**src/tof_pkg.sv**
```systemverilog
/*
 * Package for the tap, orientation and flat configuration bank.
 * Holds register offsets, field positions, reset values, timing constants
 * and the packed carriers shared by the bank and its users.
 * Assumes a 10 MHz system clock and a 32-bit Avalon-MM register bus.
 */
`default_nettype none
package tof_pkg;

    // Clock rate in kHz, used to turn milliseconds into cycles.
    localparam int unsigned CLK_KHZ = 10000;

    // Word indices of the bank; byte address is four times the index.
    localparam logic [7:0] IDX_TAP_TIMING   = 8'h2A;
    localparam logic [7:0] IDX_TAP_SAMP_TH  = 8'h2B;
    localparam logic [7:0] IDX_ORIENT_CFG   = 8'h2C;
    localparam logic [7:0] IDX_ORIENT_ANGLE = 8'h2D;
    localparam logic [7:0] IDX_FLAT_ANGLE   = 8'h2E;
    localparam logic [7:0] IDX_FLAT_HOLD    = 8'h2F;
    localparam logic [7:0] IDX_GRANGE       = 8'h40;
    localparam logic [7:0] IDX_IRQ_STATUS   = 8'h41;
    localparam logic [7:0] IDX_IRQ_MASK     = 8'h42;

    // Reset values of the configuration registers.
    localparam logic [7:0] RST_TAP_TIMING   = 8'h04;
    localparam logic [7:0] RST_TAP_SAMP_TH  = 8'h0A;
    localparam logic [7:0] RST_ORIENT_CFG   = 8'h18;
    localparam logic [7:0] RST_ORIENT_ANGLE = 8'h48;
    localparam logic [7:0] RST_FLAT_ANGLE   = 8'h08;
    localparam logic [7:0] RST_FLAT_HOLD    = 8'h11;
    localparam logic [1:0] RST_GRANGE       = 2'h0;

    // Writable bit masks; reserved bits read as zero.
    localparam logic [7:0] WM_TAP_TIMING    = 8'hC7;
    localparam logic [7:0] WM_TAP_SAMP_TH   = 8'hDF;
    localparam logic [7:0] WM_ORIENT_CFG    = 8'h7F;
    localparam logic [7:0] WM_ORIENT_ANGLE  = 8'h7F;
    localparam logic [7:0] WM_FLAT_ANGLE    = 8'h3F;
    localparam logic [7:0] WM_FLAT_HOLD     = 8'h37;

    // Interrupt status bits: a configuration change per group.
    localparam int unsigned IRQ_TAP    = 0;
    localparam int unsigned IRQ_ORIENT = 1;
    localparam int unsigned IRQ_FLAT   = 2;
    localparam int unsigned IRQ_W      = 3;

    // Time figures in ms and cycles.
    localparam int unsigned QUIET0_MS = 30;
    localparam int unsigned QUIET1_MS = 20;
    localparam int unsigned SHOCK0_MS = 50;
    localparam int unsigned SHOCK1_MS = 75;
    localparam int unsigned STABLE_MS = 100;
    localparam int unsigned QUIET0_CYC = QUIET0_MS * CLK_KHZ;
    localparam int unsigned QUIET1_CYC = QUIET1_MS * CLK_KHZ;
    localparam int unsigned SHOCK0_CYC = SHOCK0_MS * CLK_KHZ;
    localparam int unsigned SHOCK1_CYC = SHOCK1_MS * CLK_KHZ;
    localparam int unsigned STABLE_CYC = STABLE_MS * CLK_KHZ;

    // Double-tap window lengths in ms, indexed by the three-bit code.
    localparam logic [9:0] DWIN_MS [8] = '{10'd50, 10'd100, 10'd150,
        10'd200, 10'd250, 10'd375, 10'd500, 10'd700};

    // Flat hold times in ms, indexed by the two-bit code.
    localparam logic [11:0] HOLD_MS [4] = '{12'd0, 12'd512, 12'd1024,
        12'd2048};

    // Threshold step sizes in micro-g per g-range code.
    localparam logic [19:0] KNOCK_STEP_UG [4] = '{20'd62500, 20'd125000,
        20'd250000, 20'd500000};
    localparam logic [19:0] ORIENT_HYST_STEP_UG = 20'd62500;
    localparam logic [19:0] SLOPE_02G_UG        = 20'd200000;
    localparam logic [19:0] SLOPE_04G_UG        = 20'd400000;
    localparam logic [20:0] ACC_15G_UG          = 21'd1500000;

    // Orientation blocking modes.
    typedef enum logic [1:0] {
        TOF_BLK_NONE  = 2'h0,
        TOF_BLK_THETA = 2'h1,
        TOF_BLK_SLP02 = 2'h2,
        TOF_BLK_SLP04 = 2'h3
    } tof_block_t;

    // Orientation switching threshold modes.
    typedef enum logic [1:0] {
        TOF_OM_SYM   = 2'h0,
        TOF_OM_HIASY = 2'h1,
        TOF_OM_LOASY = 2'h2,
        TOF_OM_SYM2  = 2'h3
    } tof_omode_t;

    // Decoded settings toward the tap engine.
    typedef struct packed {
        logic [23:0] quiet_cyc;
        logic [23:0] shock_cyc;
        logic [9:0]  dwin_ms;
        logic [4:0]  samples;
        logic [4:0]  knock_threshold;
        logic [24:0] knock_thr_ug;
    } tof_tap_cfg_t;

    // Decoded settings toward the orientation engine.
    typedef struct packed {
        logic [19:0] hyst_ug;
        tof_block_t  blocking;
        logic        blk_theta;
        logic        blk_acc;
        logic [19:0] blk_slope_ug;
        logic        blk_stable;
        logic [23:0] stable_cyc;
        logic        sym;
        logic        hi_asym;
        logic        lo_asym;
        logic        updown_change_irq_en;
        logic [5:0]  theta;
    } tof_orient_cfg_t;

    // Decoded settings toward the flat engine.
    typedef struct packed {
        logic [5:0]  theta;
        logic [11:0] hold_ms;
        logic [2:0]  level_hysteresis;
        logic [3:0]  change_margin;
    } tof_flat_cfg_t;

endpackage
`default_nettype wire

```
**src/tof_bank.sv**
```systemverilog
/*
 * Tap, orientation and flat configuration bank with Avalon-MM slave,
 * decoded settings for the detection engines and a change interrupt.
 * Assumes one 10 MHz clock, an asynchronous active-low reset and a bus
 * master that holds its request until waitrequest is seen low.
 */
// How it works
// - Quiet bit picks 30 ms or 20 ms
// - Shock bit picks 50 ms or 75 ms
// - Window code maps to eight durations
// - Sample code selects 2, 4, 8, 16 samples
// - Knock threshold step scales with g-range
// - Orientation hysteresis is 62.5 mg per step
// - Blocking codes 00, 01, 10 conditions
// - Code 11 adds 0.4 g slope, 100 ms stability
// - Mode code selects symmetric or asymmetric thresholds
// - Up/down change raises interrupt when enabled
// - Six-bit theta blocking angle exported
// - Six-bit flat threshold angle exported
// - Flat hold code maps to 0-2048 ms
// - Flat change needs twice the hysteresis
`timescale 1ns/1ps
`default_nettype none
module tof_bank (
    // Clock, reset and enable.
    input  wire logic                    clk_in,
    input  wire logic                    reset_n_in,
    input  wire logic                    clk_en_in,
    // Avalon-MM slave.
    input  wire logic [9:0]              avs_address_in,
    input  wire logic                    avs_read_in,
    input  wire logic                    avs_write_in,
    input  wire logic [31:0]             avs_writedata_in,
    input  wire logic [3:0]              avs_byteenable_in,
    output var  logic [31:0]             avs_readdata_out,
    output var  logic                    avs_waitrequest_out,
    output var  logic [1:0]              avs_response_out,
    // Decoded settings for the engines.
    output var  tof_pkg::tof_tap_cfg_t    tap_cfg_out,
    output var  tof_pkg::tof_orient_cfg_t orient_cfg_out,
    output var  tof_pkg::tof_flat_cfg_t   flat_cfg_out,
    // Interrupt.
    output var  logic                    irq_out
);

    // Bus handshake states, Gray coded; bit 0 is the wait request.
    typedef enum logic [1:0] {
        TOF_ST_IDLE = 2'b01,
        TOF_ST_ACK  = 2'b00
    } tof_bus_st_t;

    // Whole state of the bank.
    typedef struct packed {
        tof_bus_st_t              st;
        logic [31:0]              rdata;
        logic [1:0]               resp;
        logic [7:0]               tap_timing;
        logic [7:0]               tap_samp_th;
        logic [7:0]               orient_cfg;
        logic [7:0]               orient_angle;
        logic [7:0]               flat_angle;
        logic [7:0]               flat_hold;
        logic [1:0]               grange;
        logic [tof_pkg::IRQ_W-1:0] irq_stat;
        logic [tof_pkg::IRQ_W-1:0] irq_mask;
        logic                     irq;
        tof_pkg::tof_tap_cfg_t    tap;
        tof_pkg::tof_orient_cfg_t orient;
        tof_pkg::tof_flat_cfg_t   flat;
    } tof_state_t;

    tof_state_t s_q;
    tof_state_t s_d;
    logic       rst_meta_q;
    logic       rst_sync_n_q;

    // Reset release through two flip-flops.
    always_ff @(posedge clk_in or negedge reset_n_in)
    begin
        if (!reset_n_in)
        begin
            rst_meta_q   <= 1'b0;
            rst_sync_n_q <= 1'b0;
        end
        else
        begin
            rst_meta_q   <= 1'b1;
            rst_sync_n_q <= rst_meta_q;
        end
    end

    // Reset value of the whole state.
    function automatic tof_state_t reset_state();
        tof_state_t r;
        r              = '0;
        r.st           = TOF_ST_IDLE;
        r.tap_timing   = tof_pkg::RST_TAP_TIMING;
        r.tap_samp_th  = tof_pkg::RST_TAP_SAMP_TH;
        r.orient_cfg   = tof_pkg::RST_ORIENT_CFG;
        r.orient_angle = tof_pkg::RST_ORIENT_ANGLE;
        r.flat_angle   = tof_pkg::RST_FLAT_ANGLE;
        r.flat_hold    = tof_pkg::RST_FLAT_HOLD;
        r.grange       = tof_pkg::RST_GRANGE;
        return r;
    endfunction

    // Applies a byte-lane write under the writable mask.
    function automatic logic [7:0] wr8(input logic [7:0] old,
                                       input logic [7:0] nw,
                                       input logic [7:0] msk);
        return (old & ~msk) | (nw & msk);
    endfunction

    logic [7:0]  idx;
    logic        hit;
    logic [31:0] rd;
    logic [7:0]  wd;
    logic        wr_go;
    logic        rd_go;
    logic [tof_pkg::IRQ_W-1:0] ev;
    logic [tof_pkg::IRQ_W-1:0] clr;
    logic [2:0]  blk;
    logic [4:0]  thr;

    // Next-state logic: bus slave, registers, decode and interrupts.
    always_comb
    begin
        s_d   = s_q;
        idx   = avs_address_in[9:2];
        wd    = avs_writedata_in[7:0];
        wr_go = avs_write_in && s_q.st == TOF_ST_ACK;
        rd_go = (avs_read_in || avs_write_in) && s_q.st == TOF_ST_IDLE;
        ev    = '0;
        clr   = '0;
        hit   = 1'b1;
        rd    = '0;
        blk   = '0;
        thr   = '0;
        unique case (idx)
            tof_pkg::IDX_TAP_TIMING:   rd[7:0] = s_q.tap_timing;
            tof_pkg::IDX_TAP_SAMP_TH:  rd[7:0] = s_q.tap_samp_th;
            tof_pkg::IDX_ORIENT_CFG:   rd[7:0] = s_q.orient_cfg;
            tof_pkg::IDX_ORIENT_ANGLE: rd[7:0] = s_q.orient_angle;
            tof_pkg::IDX_FLAT_ANGLE:   rd[7:0] = s_q.flat_angle;
            tof_pkg::IDX_FLAT_HOLD:    rd[7:0] = s_q.flat_hold;
            tof_pkg::IDX_GRANGE:       rd[1:0] = s_q.grange;
            tof_pkg::IDX_IRQ_STATUS:   rd[2:0] = s_q.irq_stat;
            tof_pkg::IDX_IRQ_MASK:     rd[2:0] = s_q.irq_mask;
            default:                   hit     = 1'b0;
        endcase
        // Handshake: one wait cycle, then acknowledge for one cycle.
        unique case (s_q.st)
            TOF_ST_IDLE:
            begin
                if (rd_go)
                begin
                    s_d.st    = TOF_ST_ACK;
                    s_d.rdata = avs_read_in ? rd : 32'h0000_0000;
                    s_d.resp  = hit ? 2'h0 : 2'h2;
                end
            end
            TOF_ST_ACK:
            begin
                s_d.st = TOF_ST_IDLE;
            end
            default:
            begin
                s_d.st = TOF_ST_IDLE;
            end
        endcase
        // Writes take effect at the edge where waitrequest is low.
        if (wr_go && avs_byteenable_in[0])
        begin
            unique case (idx)
                tof_pkg::IDX_TAP_TIMING:
                begin
                    s_d.tap_timing = wr8(s_q.tap_timing, wd,
                                         tof_pkg::WM_TAP_TIMING);
                    ev[tof_pkg::IRQ_TAP] = 1'b1;
                end
                tof_pkg::IDX_TAP_SAMP_TH:
                begin
                    s_d.tap_samp_th = wr8(s_q.tap_samp_th, wd,
                                          tof_pkg::WM_TAP_SAMP_TH);
                    ev[tof_pkg::IRQ_TAP] = 1'b1;
                end
                tof_pkg::IDX_ORIENT_CFG:
                begin
                    s_d.orient_cfg = wr8(s_q.orient_cfg, wd,
                                         tof_pkg::WM_ORIENT_CFG);
                    ev[tof_pkg::IRQ_ORIENT] = 1'b1;
                end
                tof_pkg::IDX_ORIENT_ANGLE:
                begin
                    s_d.orient_angle = wr8(s_q.orient_angle, wd,
                                           tof_pkg::WM_ORIENT_ANGLE);
                    ev[tof_pkg::IRQ_ORIENT] = 1'b1;
                end
                tof_pkg::IDX_FLAT_ANGLE:
                begin
                    s_d.flat_angle = wr8(s_q.flat_angle, wd,
                                         tof_pkg::WM_FLAT_ANGLE);
                    ev[tof_pkg::IRQ_FLAT] = 1'b1;
                end
                tof_pkg::IDX_FLAT_HOLD:
                begin
                    s_d.flat_hold = wr8(s_q.flat_hold, wd,
                                        tof_pkg::WM_FLAT_HOLD);
                    ev[tof_pkg::IRQ_FLAT] = 1'b1;
                end
                tof_pkg::IDX_GRANGE:
                begin
                    s_d.grange = wd[1:0];
                    ev[tof_pkg::IRQ_TAP] = 1'b1;
                end
                tof_pkg::IDX_IRQ_STATUS: clr = wd[2:0];
                tof_pkg::IDX_IRQ_MASK:   s_d.irq_mask = wd[2:0];
                default:                 clr = '0;
            endcase
        end
        // Sticky status: a new event wins over a clear in the same cycle.
        s_d.irq_stat = (s_q.irq_stat & ~clr) | ev;
        s_d.irq = |(s_d.irq_stat & s_d.irq_mask);

        // Tap timing decode.
        s_d.tap.quiet_cyc = s_d.tap_timing[7] ?
            24'(tof_pkg::QUIET1_CYC) : 24'(tof_pkg::QUIET0_CYC);
        s_d.tap.shock_cyc = s_d.tap_timing[6] ?
            24'(tof_pkg::SHOCK1_CYC) : 24'(tof_pkg::SHOCK0_CYC);
        s_d.tap.dwin_ms = tof_pkg::DWIN_MS[s_d.tap_timing[2:0]];
        s_d.tap.samples = 5'(5'h02 << s_d.tap_samp_th[7:6]);
        thr = s_d.tap_samp_th[4:0];
        s_d.tap.knock_threshold = thr;
        s_d.tap.knock_thr_ug = 25'(thr) *
            25'(tof_pkg::KNOCK_STEP_UG[s_d.grange]);

        // Orientation decode.
        s_d.orient.hyst_ug = 20'(s_d.orient_cfg[6:4] *
            tof_pkg::ORIENT_HYST_STEP_UG);
        s_d.orient.blocking = tof_pkg::tof_block_t'(s_d.orient_cfg[3:2]);
        blk[0] = s_d.orient_cfg[3:2] != 2'h0;
        blk[1] = s_d.orient_cfg[3:2] == 2'h2;
        blk[2] = s_d.orient_cfg[3:2] == 2'h3;
        s_d.orient.blk_theta = blk[0];
        s_d.orient.blk_acc   = blk[0];
        s_d.orient.blk_slope_ug = blk[2] ? tof_pkg::SLOPE_04G_UG :
            (blk[1] ? tof_pkg::SLOPE_02G_UG : 20'h00000);
        s_d.orient.blk_stable = blk[2];
        s_d.orient.stable_cyc = 24'(tof_pkg::STABLE_CYC);
        s_d.orient.sym = s_d.orient_cfg[1:0] == 2'h0 ||
            s_d.orient_cfg[1:0] == 2'h3;
        s_d.orient.hi_asym = s_d.orient_cfg[1:0] == 2'h1;
        s_d.orient.lo_asym = s_d.orient_cfg[1:0] == 2'h2;
        s_d.orient.updown_change_irq_en = s_d.orient_angle[6];
        s_d.orient.theta = s_d.orient_angle[5:0];

        // Flat decode.
        s_d.flat.theta = s_d.flat_angle[5:0];
        s_d.flat.hold_ms = tof_pkg::HOLD_MS[s_d.flat_hold[5:4]];
        s_d.flat.level_hysteresis = s_d.flat_hold[2:0];
        s_d.flat.change_margin = {s_d.flat_hold[2:0], 1'b0};
    end

    // State register, frozen while the clock enable is low.
    always_ff @(posedge clk_in or negedge rst_sync_n_q)
    begin
        if (!rst_sync_n_q)
        begin
            s_q <= reset_state();
        end
        else if (clk_en_in)
        begin
            s_q <= s_d;
        end
    end

    // Outputs straight from the state register.
    assign avs_readdata_out    = s_q.rdata;
    assign avs_waitrequest_out = s_q.st[0];
    assign avs_response_out    = s_q.resp;
    assign tap_cfg_out         = s_q.tap;
    assign orient_cfg_out      = s_q.orient;
    assign flat_cfg_out        = s_q.flat;
    assign irq_out             = s_q.irq;

endmodule
`default_nettype wire

```
**config.mk**
```make
export PLATFORM = sky130hd
export DESIGN_NAME = tof_bank
export DESIGN_NICKNAME = d
export VERILOG_FILES = /design/src/tof_pkg.sv /design/src/tof_bank.sv
export SDC_FILE = /design/constraint.sdc
export NUM_CORES = 1
export LEC_CHECK = 0
export BUFFER_PORTS_ARGS = -buffer_cell sky130_fd_sc_hd__buf_2
export CORE_ASPECT_RATIO = 1.75
export CORE_MARGIN = 4
export CORE_UTILIZATION = 54
export CTS_CLUSTER_SIZE = 16
export DETAILED_ROUTE_END_ITERATION = 8
export HOLD_SLACK_MARGIN = 0.06
export PLACE_DENSITY = 0.92
export SYNTH_ARGS = -nofsm -noshare
export SYNTH_HDL_FRONTEND = slang
export SYNTH_SLANG_ARGS = --single-unit
```
**constraint.sdc**
```tcl
create_clock -name clk_in -period 4.85 [get_ports clk_in]
set_input_delay 0.7275 -clock clk_in [delete_from_list [all_inputs] [get_ports clk_in]]
set_output_delay 0.7275 -clock clk_in [all_outputs]
set_load 0.1 [all_outputs]
```
==> results of run 1 <==
through the flow:
step | TNS, ps | hold WS, ps
finish | -1540 | 71.5
detailed placement | -9580 | 336
global placement | -7770 | 338
global route | -3600 | 66.7
floorplan | -2770 | 331
CTS | -939 | 63.4
layout make-up:
type / count / area share
multi-input cells: 700 / 0.483
clock inverters: 11 / 0.0140
inverters: 71 / 0.0231
clock buffers: 21 / 0.0385
flip-flops and latches: 122 / 0.257
well taps: 238 / 0.0249
repair buffers: 299 / 0.160
sequential cells by signal, indices dropped and copies added, names as in the netlist:
name                 count
s_q                     43
irq_out                  1
flat_cfg_out             5
avs_readdata_out         8
tap_cfg_out             43
rst_meta_q               1
orient_cfg_out          18
rst_sync_n_q             1
avs_response_out         1
avs_waitrequest_out      1
per-layer routing:
metal / part of all wire / vias to the layer above
met2: 0.54 / 422
met3: 0.060 / 139
li1: - / 3541
met5: 0 / -
met1: 0.32 / 3957
met4: 0.080 / 0
Yosys cell counts (5+ instances only):
master    number
nand3_1       22
a21o_1        25
buf_1         12
o211ai_1       5
nor2_1        78
mux2_2        58
buf_4        231
o31ai_1        5
xnor2_1       17
dfrtp_1      111
nor3_1         7
inv_1         70
ha_1          61
and2_1        12
a221oi_1       5
xor2_1         6
a21oi_1       58
dfstp_2       11
nand4_1        8
nand2_1       60
nor2b_1        6
o21ai_0       31
clkbuf_1      24
and3_1         7
a31oi_1        6
nand2b_1       9
fa_1          39
mux2i_1       30
final timing paths:
| path | from | endpoint | slack, ps | cells past startpoint |
|---|---|---|---|---|
| setup / recovery | avs_address_in[4] | tap_cfg_out[20] | -220 | 22 |
| hold / removal | reset_n_in | rst_sync_n_q | 70 | 1 |
| setup reg to reg | avs_waitrequest_out | tap_cfg_out[20] | -170 | 21 |
| hold reg to reg | rst_meta_q | rst_sync_n_q | 350 | 0 |
| max in group asynchronous | rst_sync_n_q | tap_cfg_out[40] | 3090 | 1 |
| min in group clk_in | rst_meta_q | rst_sync_n_q | 350 | 0 |
placed cells by master, fill, tap and decap left out, types with 17 or more instances in the layout:
master     netlist  final
nand2_1         60     56
nand3_1         22     21
buf_2            2    157
a21o_1          25     25
nor2_1          78     73
conb_1           2     95
mux2_2          58     51
fa_1            39     33
a21oi_1         58     49
clkbuf_16        0     17
dfrtp_1        111    110
buf_4          231    130
o21ai_0         31     25
mux2i_1         30     26
inv_1           70     56
ha_1            61     42
critical path, delay by kind of cell:
| family | cells | cell delay, ps |
|---|---|---|
| and+or+nand+nor | 4 | 700 |
| AOI/OAI and AO/OA | 6 | 1180 |
| xor gates and xnor gates | 1 | 170 |
| muxes | 1 | 250 |
| buffers and inverters | 6 | 650 |
| adders and majority gates | 4 | 1690 |
cells by family (layout without fill, tap and decap cells):
| logic type | after synthesis | after routing | share of synthesized area |
|---|---|---|---|
| adders and majority gates | 100 | 100 | 0.153 |
| and+or+nand+nor | 226 | 226 | 0.107 |
| DFF | 122 | 122 | 0.303 |
| muxes | 90 | 90 | 0.0988 |
| AOI/OAI and AO/OA | 166 | 166 | 0.104 |
| other | 2 | 95 | 0.000743 |
| buffers and inverters | 341 | 402 | 0.213 |
| xor gates and xnor gates | 23 | 23 | 0.0199 |
what timing repair did:
item,4_1_cts,5_1_grt
endpoints found under the setup margin,14,16
pin swaps,43,35
resized for setup,41,46
endpoints found under the hold margin,0,0
buffers inserted,8,11
gates cloned,0,0
==> out/results.ini, run 1 <==
[grt]
grt.total_usage=0.265
overflow=0
grt.busiest_layer=met2
grt_max_degree=67
use_met3=0.0508
grtUsageMet1=0.255
grt_use_met2=0.495
grt_pass1_wl_mm=43.9
antenna_found_initial=0
grt_pass1_vias=8324

[sta]
skew_ps=8.43
hold_viol=0
worst_pin_slew_ps=831
period_needed_ps=5070
rsz0062_at_grt=true
drv_slew=0
relSlewSlack=0.443
fmax_mhz=197
setup_viol=11
fin_ws_ps=-220
fin_crit_sh=1.05

[clock_tree]
numCtsBuffers=17
path_clk_slew_ps=60
clock_latency_ps=420
htreeDepth=4
clock-sinks=122
holdBufCountCts=0
cts-root-buf=clkbuf_16
clk_path_buf_depth=2
cts_tree=built

[final_layout]
syn2layout_area_growth_pct=18.3
diodes=0
multiInputGateArea_um2=5770
nets=1362
register_area_um2=3070
finish.utilization=0.647
fillers=1259
finalInstanceArea_um2=12000
drive_gt1_frac=0.408
layout.cells.non_filler=1462

[place]
place_area_um2=10900
gp_congestion=0.966
post-dp-hpwl_mm=20.9
port_buffers=160
placedCellCount=1414
dp_slack_ps=-826

[run_status]
violations=negative setup slack
status=finished with violations

[drt]
wirelength_mm=29.0
vias=8059
ant_nets=0
drc=0
avgViaCountPerCell=5.51
first_pass_iters=6
wire_per_inst_um=19.8
drtIter0Drc=446

[synthesis]
yosys.area.top_type_share=0.275
avgSynthCellArea_um2=9.44
synth_top_cell_by_area=dfrtp_1
ys_async_sr_fraction=1.00
synth_area_um2=10100
synth_edf_count=0
ys_types=65
ys.warnings.count=0
ys_seq_elements=122
synthCells=1070
synthFlopType=dfrtp_1
seq_area_frac_synth=0.303
synth_area_leaders=dfrtp_1 27%, buf_4 17%, fa_1 7.7%

[critical_path]
crit_top_cell=inv_2
worstPathMaxFanout=5
cp_cell_sequence=buf_8 > nor3_4 > buf_4 > nand2_2 > nor3_4 > buf_12 > mux2i_4 > inv_2 > and2_4 > fa_2 > inv_2 > fa_2 > fa_1 > inv_2 > ha_4 > a21o_1 > a221oi_4 > o21ai_2 > a21o_1 > a31oi_4 > xor2_1 > o21ai_1
slowest_delay_ps=540
critical_path_class=primary input to register
crit_slowest_cell=fa_2
start_kind=primary input
cp.arrival_ps=5360
crit_path_end_kind=register
required_ps=5140

[die]
die-area_um2=21100
io_pins=284
initial_core_util=0.546
die_w_um=111
core_area_um2=18500
placementRows=66
die_height_um=189

[flow_run]
cap_violations=0

[min_path]
hold_path_class=primary input to asynchronous set/reset pin

Power of run 1 is left out: the tool's default activity adds up to more than one toggle a clock period on the data nets, which glitch-free logic cannot reach.
==> inputs of run 2 (changes only) <==
Settings changed: CELL_PAD_IN_SITES_DETAIL_PLACEMENT from default to 0, CELL_PAD_IN_SITES_GLOBAL_PLACEMENT from default to 1, CORE_UTILIZATION 54 to 40, PLACE_DENSITY 0.92 to 0.91.
==> run 2 against run 1 <==
Cell count increased by 4.3%. Sequential cell count unchanged. Largest cell class unchanged. Count of clock-buffer cells in the layout increased by 1. Critical path type unchanged. The run still ends with negative setup slack left. Global-route usage decreased by 7.7 points.
==> out/results.ini, run 2 (synthesis gave the netlist of run 1 again) <==
[drt]
wl_met3_mm=1.27
wirelength_mm=26.3
avgViaCountPerCell=4.96
first_pass_iters=5
dr.max_layer_used=met4
wl_met1_mm=8.88
ant_nets=0
drc=0
wl_met2_mm=14.9
drtIter0Drc=458
vias=7563
wire_per_inst_um=17.3

[critical_path]
worstReg2RegStart=avs_waitrequest_out
rrSetupSlack_ps=-80
cp.arrival_ps=5260
crit_path_end_kind=register
timing.rr.end=tap_cfg_out[16]
critical_path_class=primary input to register
worstPathMaxFanout=4
reg2reg_depth=20
required_ps=5160
start_kind=primary input

[grt]
overflow=0
antenna_found_initial=0
grt_pass1_vias=7880
grt.total_usage=0.188
grt_max_degree=55
grt_pass1_wl_mm=41.2

[place]
gp_congestion=0.909
place_area_um2=10900
post-dp-hpwl_mm=20.8
port_buffers=160
placedCellCount=1486

[clock_tree]
cts-root-buf=clkbuf_16
cts_tree=built
clock-sinks=122
clock_latency_ps=430
htreeDepth=4
numCtsBuffers=17
clk_path_buf_depth=2
path_clk_slew_ps=60

[min_path]
min_path_cells=0
holdPathEnd=rst_sync_n_q
hold_path_class=register to register
hp-start=rst_meta_q

[sta]
fin_ws_ps=-94.7
whs_ps=357
fin_crit_sh=1.02
relSlewSlack=0.422
hold_viol=0
setup_viol=8
worst_pin_slew_ps=844
period_needed_ps=4940
rsz0062_at_grt=true
fmax_mhz=202
skew_ps=5.86
drv_slew=0
fin_tns_setup_ps=-448

[final_layout]
nets=1351
finalInstanceArea_um2=11800
layout.cells.non_filler=1525
layout_commonest_cell=buf_2
diodes=0
drive_gt1_frac=0.378
layout_common_cells=157 x buf_2, 122 x buf_4, 110 x dfrtp_1, 95 x conb_1, 75 x nor2_1
fillers=2308
syn2layout_area_growth_pct=16.5

[run_status]
status=finished with violations
violations=negative setup slack

[die]
die_height_um=218
initial_core_util=0.409
die_w_um=128
io_pins=284
placementRows=76
die-area_um2=28000
core_area_um2=24700

[flow_run]
cap_violations=0

-- run 2: cell count changes in the layout (fill, tap and decap cells not counted), moves of 5 or more --
cell | before | now
fa_1 | 33 | 38
fa_2 | 6 | 1
inv_2 | 13 | 7
buf_4 | 130 | 122
inv_1 | 56 | 61
-- run 2: metrics by stage --
step | worst slack, ps | utilization
2_1_floorplan | -384 | -
3_3_place_gp | -599 | 0.442
3_5_place_dp | -652 | 0.442
4_1_cts | -91.9 | 0.472
5_1_grt | -306 | 0.476
6_report | -94.7 | 0.476
-- run 2: worst max path at each step --
| stage | slack, ps | depth (start not counted) | endpoint | startpoint |
|---|---|---|---|---|
| detailed placement | -650 | 24 | tap_cfg_out[19] | avs_address_in[4] |
| CTS | -90 | 22 | tap_cfg_out[16] | avs_address_in[9] |
| finish | -90 | 22 | tap_cfg_out[16] | avs_address_in[9] |
| global placement | -600 | 24 | tap_cfg_out[22] | avs_address_in[4] |
| global route | -310 | 22 | tap_cfg_out[20] | avs_address_in[9] |
| floorplan | -380 | 19 | tap_cfg_out[20] | avs_address_in[8] |
-- run 2: routing by layer --
metal / global-route usage / up-vias
met1: 0.185 / 3747
met5: 0 / -
met3: 0.0308 / 52
li1: - / 3514
met4: 0.102 / 0
met2: 0.364 / 250
-- run 2: cell type report --
| class | count | area [um2] | area share |
|---|---|---|---|
| Clock buffer | 22 | 454 | 0.0386 |
| Multi-Input combinational cell | 700 | 5640 | 0.480 |
| Tap cell | 312 | 390 | 0.0332 |
| Sequential cell | 122 | 3070 | 0.261 |
| Inverter | 71 | 274 | 0.0233 |
| Clock inverter | 10 | 118 | 0.00999 |
| Timing Repair Buffer | 288 | 1810 | 0.154 |
-- run 2: critical path: stages --
cell      delay [ps]
buf_8            100
nor3_4           220
nand3_2          150
nor2_4           130
nand2_4           80
mux2i_4          310
inv_4             80
ha_4             180
and2_4           160
fa_1             520
inv_2             40
fa_1             480
fa_1             510
inv_2             40
ha_4             200
a21o_1           210
a221oi_4         330
o21ai_2          130
buf_4            160
a21oi_4          150
xnor2_1           90
mux2_2           260
-- run 2: repair_timing --
| item | 4_1_cts | 5_1_grt |
|---|---|---|
| endpoints found under the hold margin | 2 | 0 |
| hold buffers | 1 | 0 |
| setup endpoints to repair | 13 | 15 |
| gates resized for setup | 25 | 19 |
| buffers inserted | 4 | 3 |
| pin swaps | 28 | 6 |
| cloned | 0 | 0 |
Power of run 2 is left out for the same reason.
==> inputs of run 3 (changes only) <==
Settings changed: CORE_UTILIZATION 40 to 41, CTS_BUF_LIST from default to sky130_fd_sc_hd__clkbuf_4 sky130_fd_sc_hd__clkbuf_8, PLACE_DENSITY 0.91 to 0.93, RECOVER_POWER from default to 25.
==> run 3 against run 2 <==
The flow finishes with violations (max-capacitance violations, max-slew violations, negative setup slack). Sequential cell count unchanged. Routed wire length is 0.75% higher. Sequential share of layout area is 0.15 points lower. Maximum frequency is 0.16% lower. Register-to-register slack is essentially flat. First-iteration DRC count fell by 6.6%. Die area down 2.3%. Count of clock-buffer cells in the layout stayed put. Via count about the same.
==> out/results.ini, run 3 (synthesis gave the netlist of run 1 again) <==
[run_status]
status=finished with violations
violations=max-capacitance violations, max-slew violations, negative setup slack

[drt]
wl_met3_mm=1.33
drc=0
wl_met2_mm=14.8
wire_per_inst_um=17.3
first_pass_iters=5
dr.max_layer_used=met4
avgViaCountPerCell=4.93
drtIter0Drc=428
vias=7564
wirelength_mm=26.5
wl_met1_mm=8.86
ant_nets=0

[grt]
antenna_found_initial=1
grt_max_degree=60
grt.total_usage=0.193
grt_pass1_wl_mm=41.2
grt_pass1_vias=7788
overflow=0

[clock_tree]
htreeDepth=4
clock_latency_ps=480
numCtsBuffers=17
clk_path_buf_depth=2
cts-root-buf=clkbuf_8
clock-sinks=122
cts_tree=built
path_clk_slew_ps=70

[final_layout]
layout_commonest_cell=buf_2
register_area_um2=3070
drive_gt1_frac=0.397
fillers=2246
finish.utilization=0.490
syn2layout_area_growth_pct=17.0
multiInputGateArea_um2=5750
nets=1364
layout_common_cells=156 x buf_2, 133 x buf_4, 111 x dfrtp_1, 95 x conb_1, 74 x nor2_1

[sta]
worst_pin_slew_ps=2410
period_needed_ps=4950
fin_crit_sh=1.02
hold_viol=0
fmax_mhz=202
whs_ps=358
skew_ps=15.8
fin_ws_ps=-103
rsz0062_at_grt=true
relSlewSlack=-0.609
drv_slew=60
fin_tns_setup_ps=-451
setup_viol=8

[critical_path]
worstPathMaxFanout=4
critical_path_class=primary input to register
startpoint=avs_address_in[6]
worstReg2RegStart=avs_waitrequest_out
slowest_delay_ps=560
required_ps=5210
crit_path_end_kind=register
cp.arrival_ps=5310
start_kind=primary input
crit_buf_inv=4
crit_slowest_cell=fa_1
cpLargestDelayFamily=adder cells
cp_cell_sequence=buf_8 > nor3_4 > nand3_2 > nor2_4 > nand2_4 > mux2_4 > ha_4 > nand2_4 > xor2_2 > ha_1 > fa_1 > inv_2 > fa_1 > inv_2 > ha_4 > a21o_1 > a221oi_4 > o21ai_2 > buf_4 > a21oi_4 > xnor2_2 > mux2_4

[die]
die_height_um=216
placementRows=75
die-area_um2=27300
die_w_um=127
core_area_um2=24100
io_pins=284
initial_core_util=0.419

[place]
port_buffers=160
post-dp-hpwl_mm=21.0
gp_congestion=0.923
dp_slack_ps=-713

[min_path]
hp-start=rst_meta_q
hold_path_class=register to register

[flow_run]
cap_violations=1

## run 3: worst register-to-register path, stage by stage (launching register included)
cell and delay (ps):
dfstp_4 620, nand3b_4 170, nor2_4 60, nand2_4 80, mux2_4 360, ha_4 300, nand2_4 50, xor2_2 140
ha_1 300, fa_1 560, inv_2 40, fa_1 520, inv_2 50, ha_4 240, a21o_1 180, a221oi_4 350
o21ai_2 110, buf_4 160, a21oi_4 190, xnor2_2 100, mux2_4 260
## run 3: what timing repair did
action                                  4_1_cts  5_1_grt
resized for setup                            27       42
gates cloned                                  0        0
buffers inserted                             10        7
pin swaps                                    13       32
endpoints found under the setup margin       14       15
endpoints found under the hold margin         2        0
hold buffers                                  1        0
## run 3: worst paths after layout
| path | cells past startpoint | slack (ps) | end |
|---|---|---|---|
| setup / recovery | 22 | -100 | tap_cfg_out[16] |
| hold / removal | 0 | 360 | rst_sync_n_q |
| setup reg to reg | 20 | -90 | tap_cfg_out[16] |
| hold reg to reg | 0 | 360 | rst_sync_n_q |
| max in group asynchronous | 1 | 1760 | orient_cfg_out[58] |
| min in group asynchronous | 2 | 570 | rst_sync_n_q |
## run 3: per-layer routing
| metal | vias up | global-route usage |
|---|---|---|
| li1 | 3549 | - |
| met1 | 3659 | 0.190 |
| met2 | 272 | 0.367 |
| met3 | 84 | 0.0334 |
| met4 | 0 | 0.118 |
| met5 | - | 0 |
## run 3: per-stage QoR
stage / area (um2) / std cells
after floorplan: 10700 / 1163
after CTS: 11600 / 1527
after global routing: 11800 / 1535
after detailed placement: 10900 / 1484
after global placement: 10900 / 1484
final: 11800 / 1535
## run 3: final cells by class
class	instances	share of cell area
antenna	1	0.000212
clock buffer	22	0.0246
clock inverter	10	0.0119
inverter	71	0.0234
multi-input combinational	700	0.487
sequential	122	0.260
tap	308	0.0326
timing repair buffer	301	0.161
Power of run 3 is left out for the same reason.
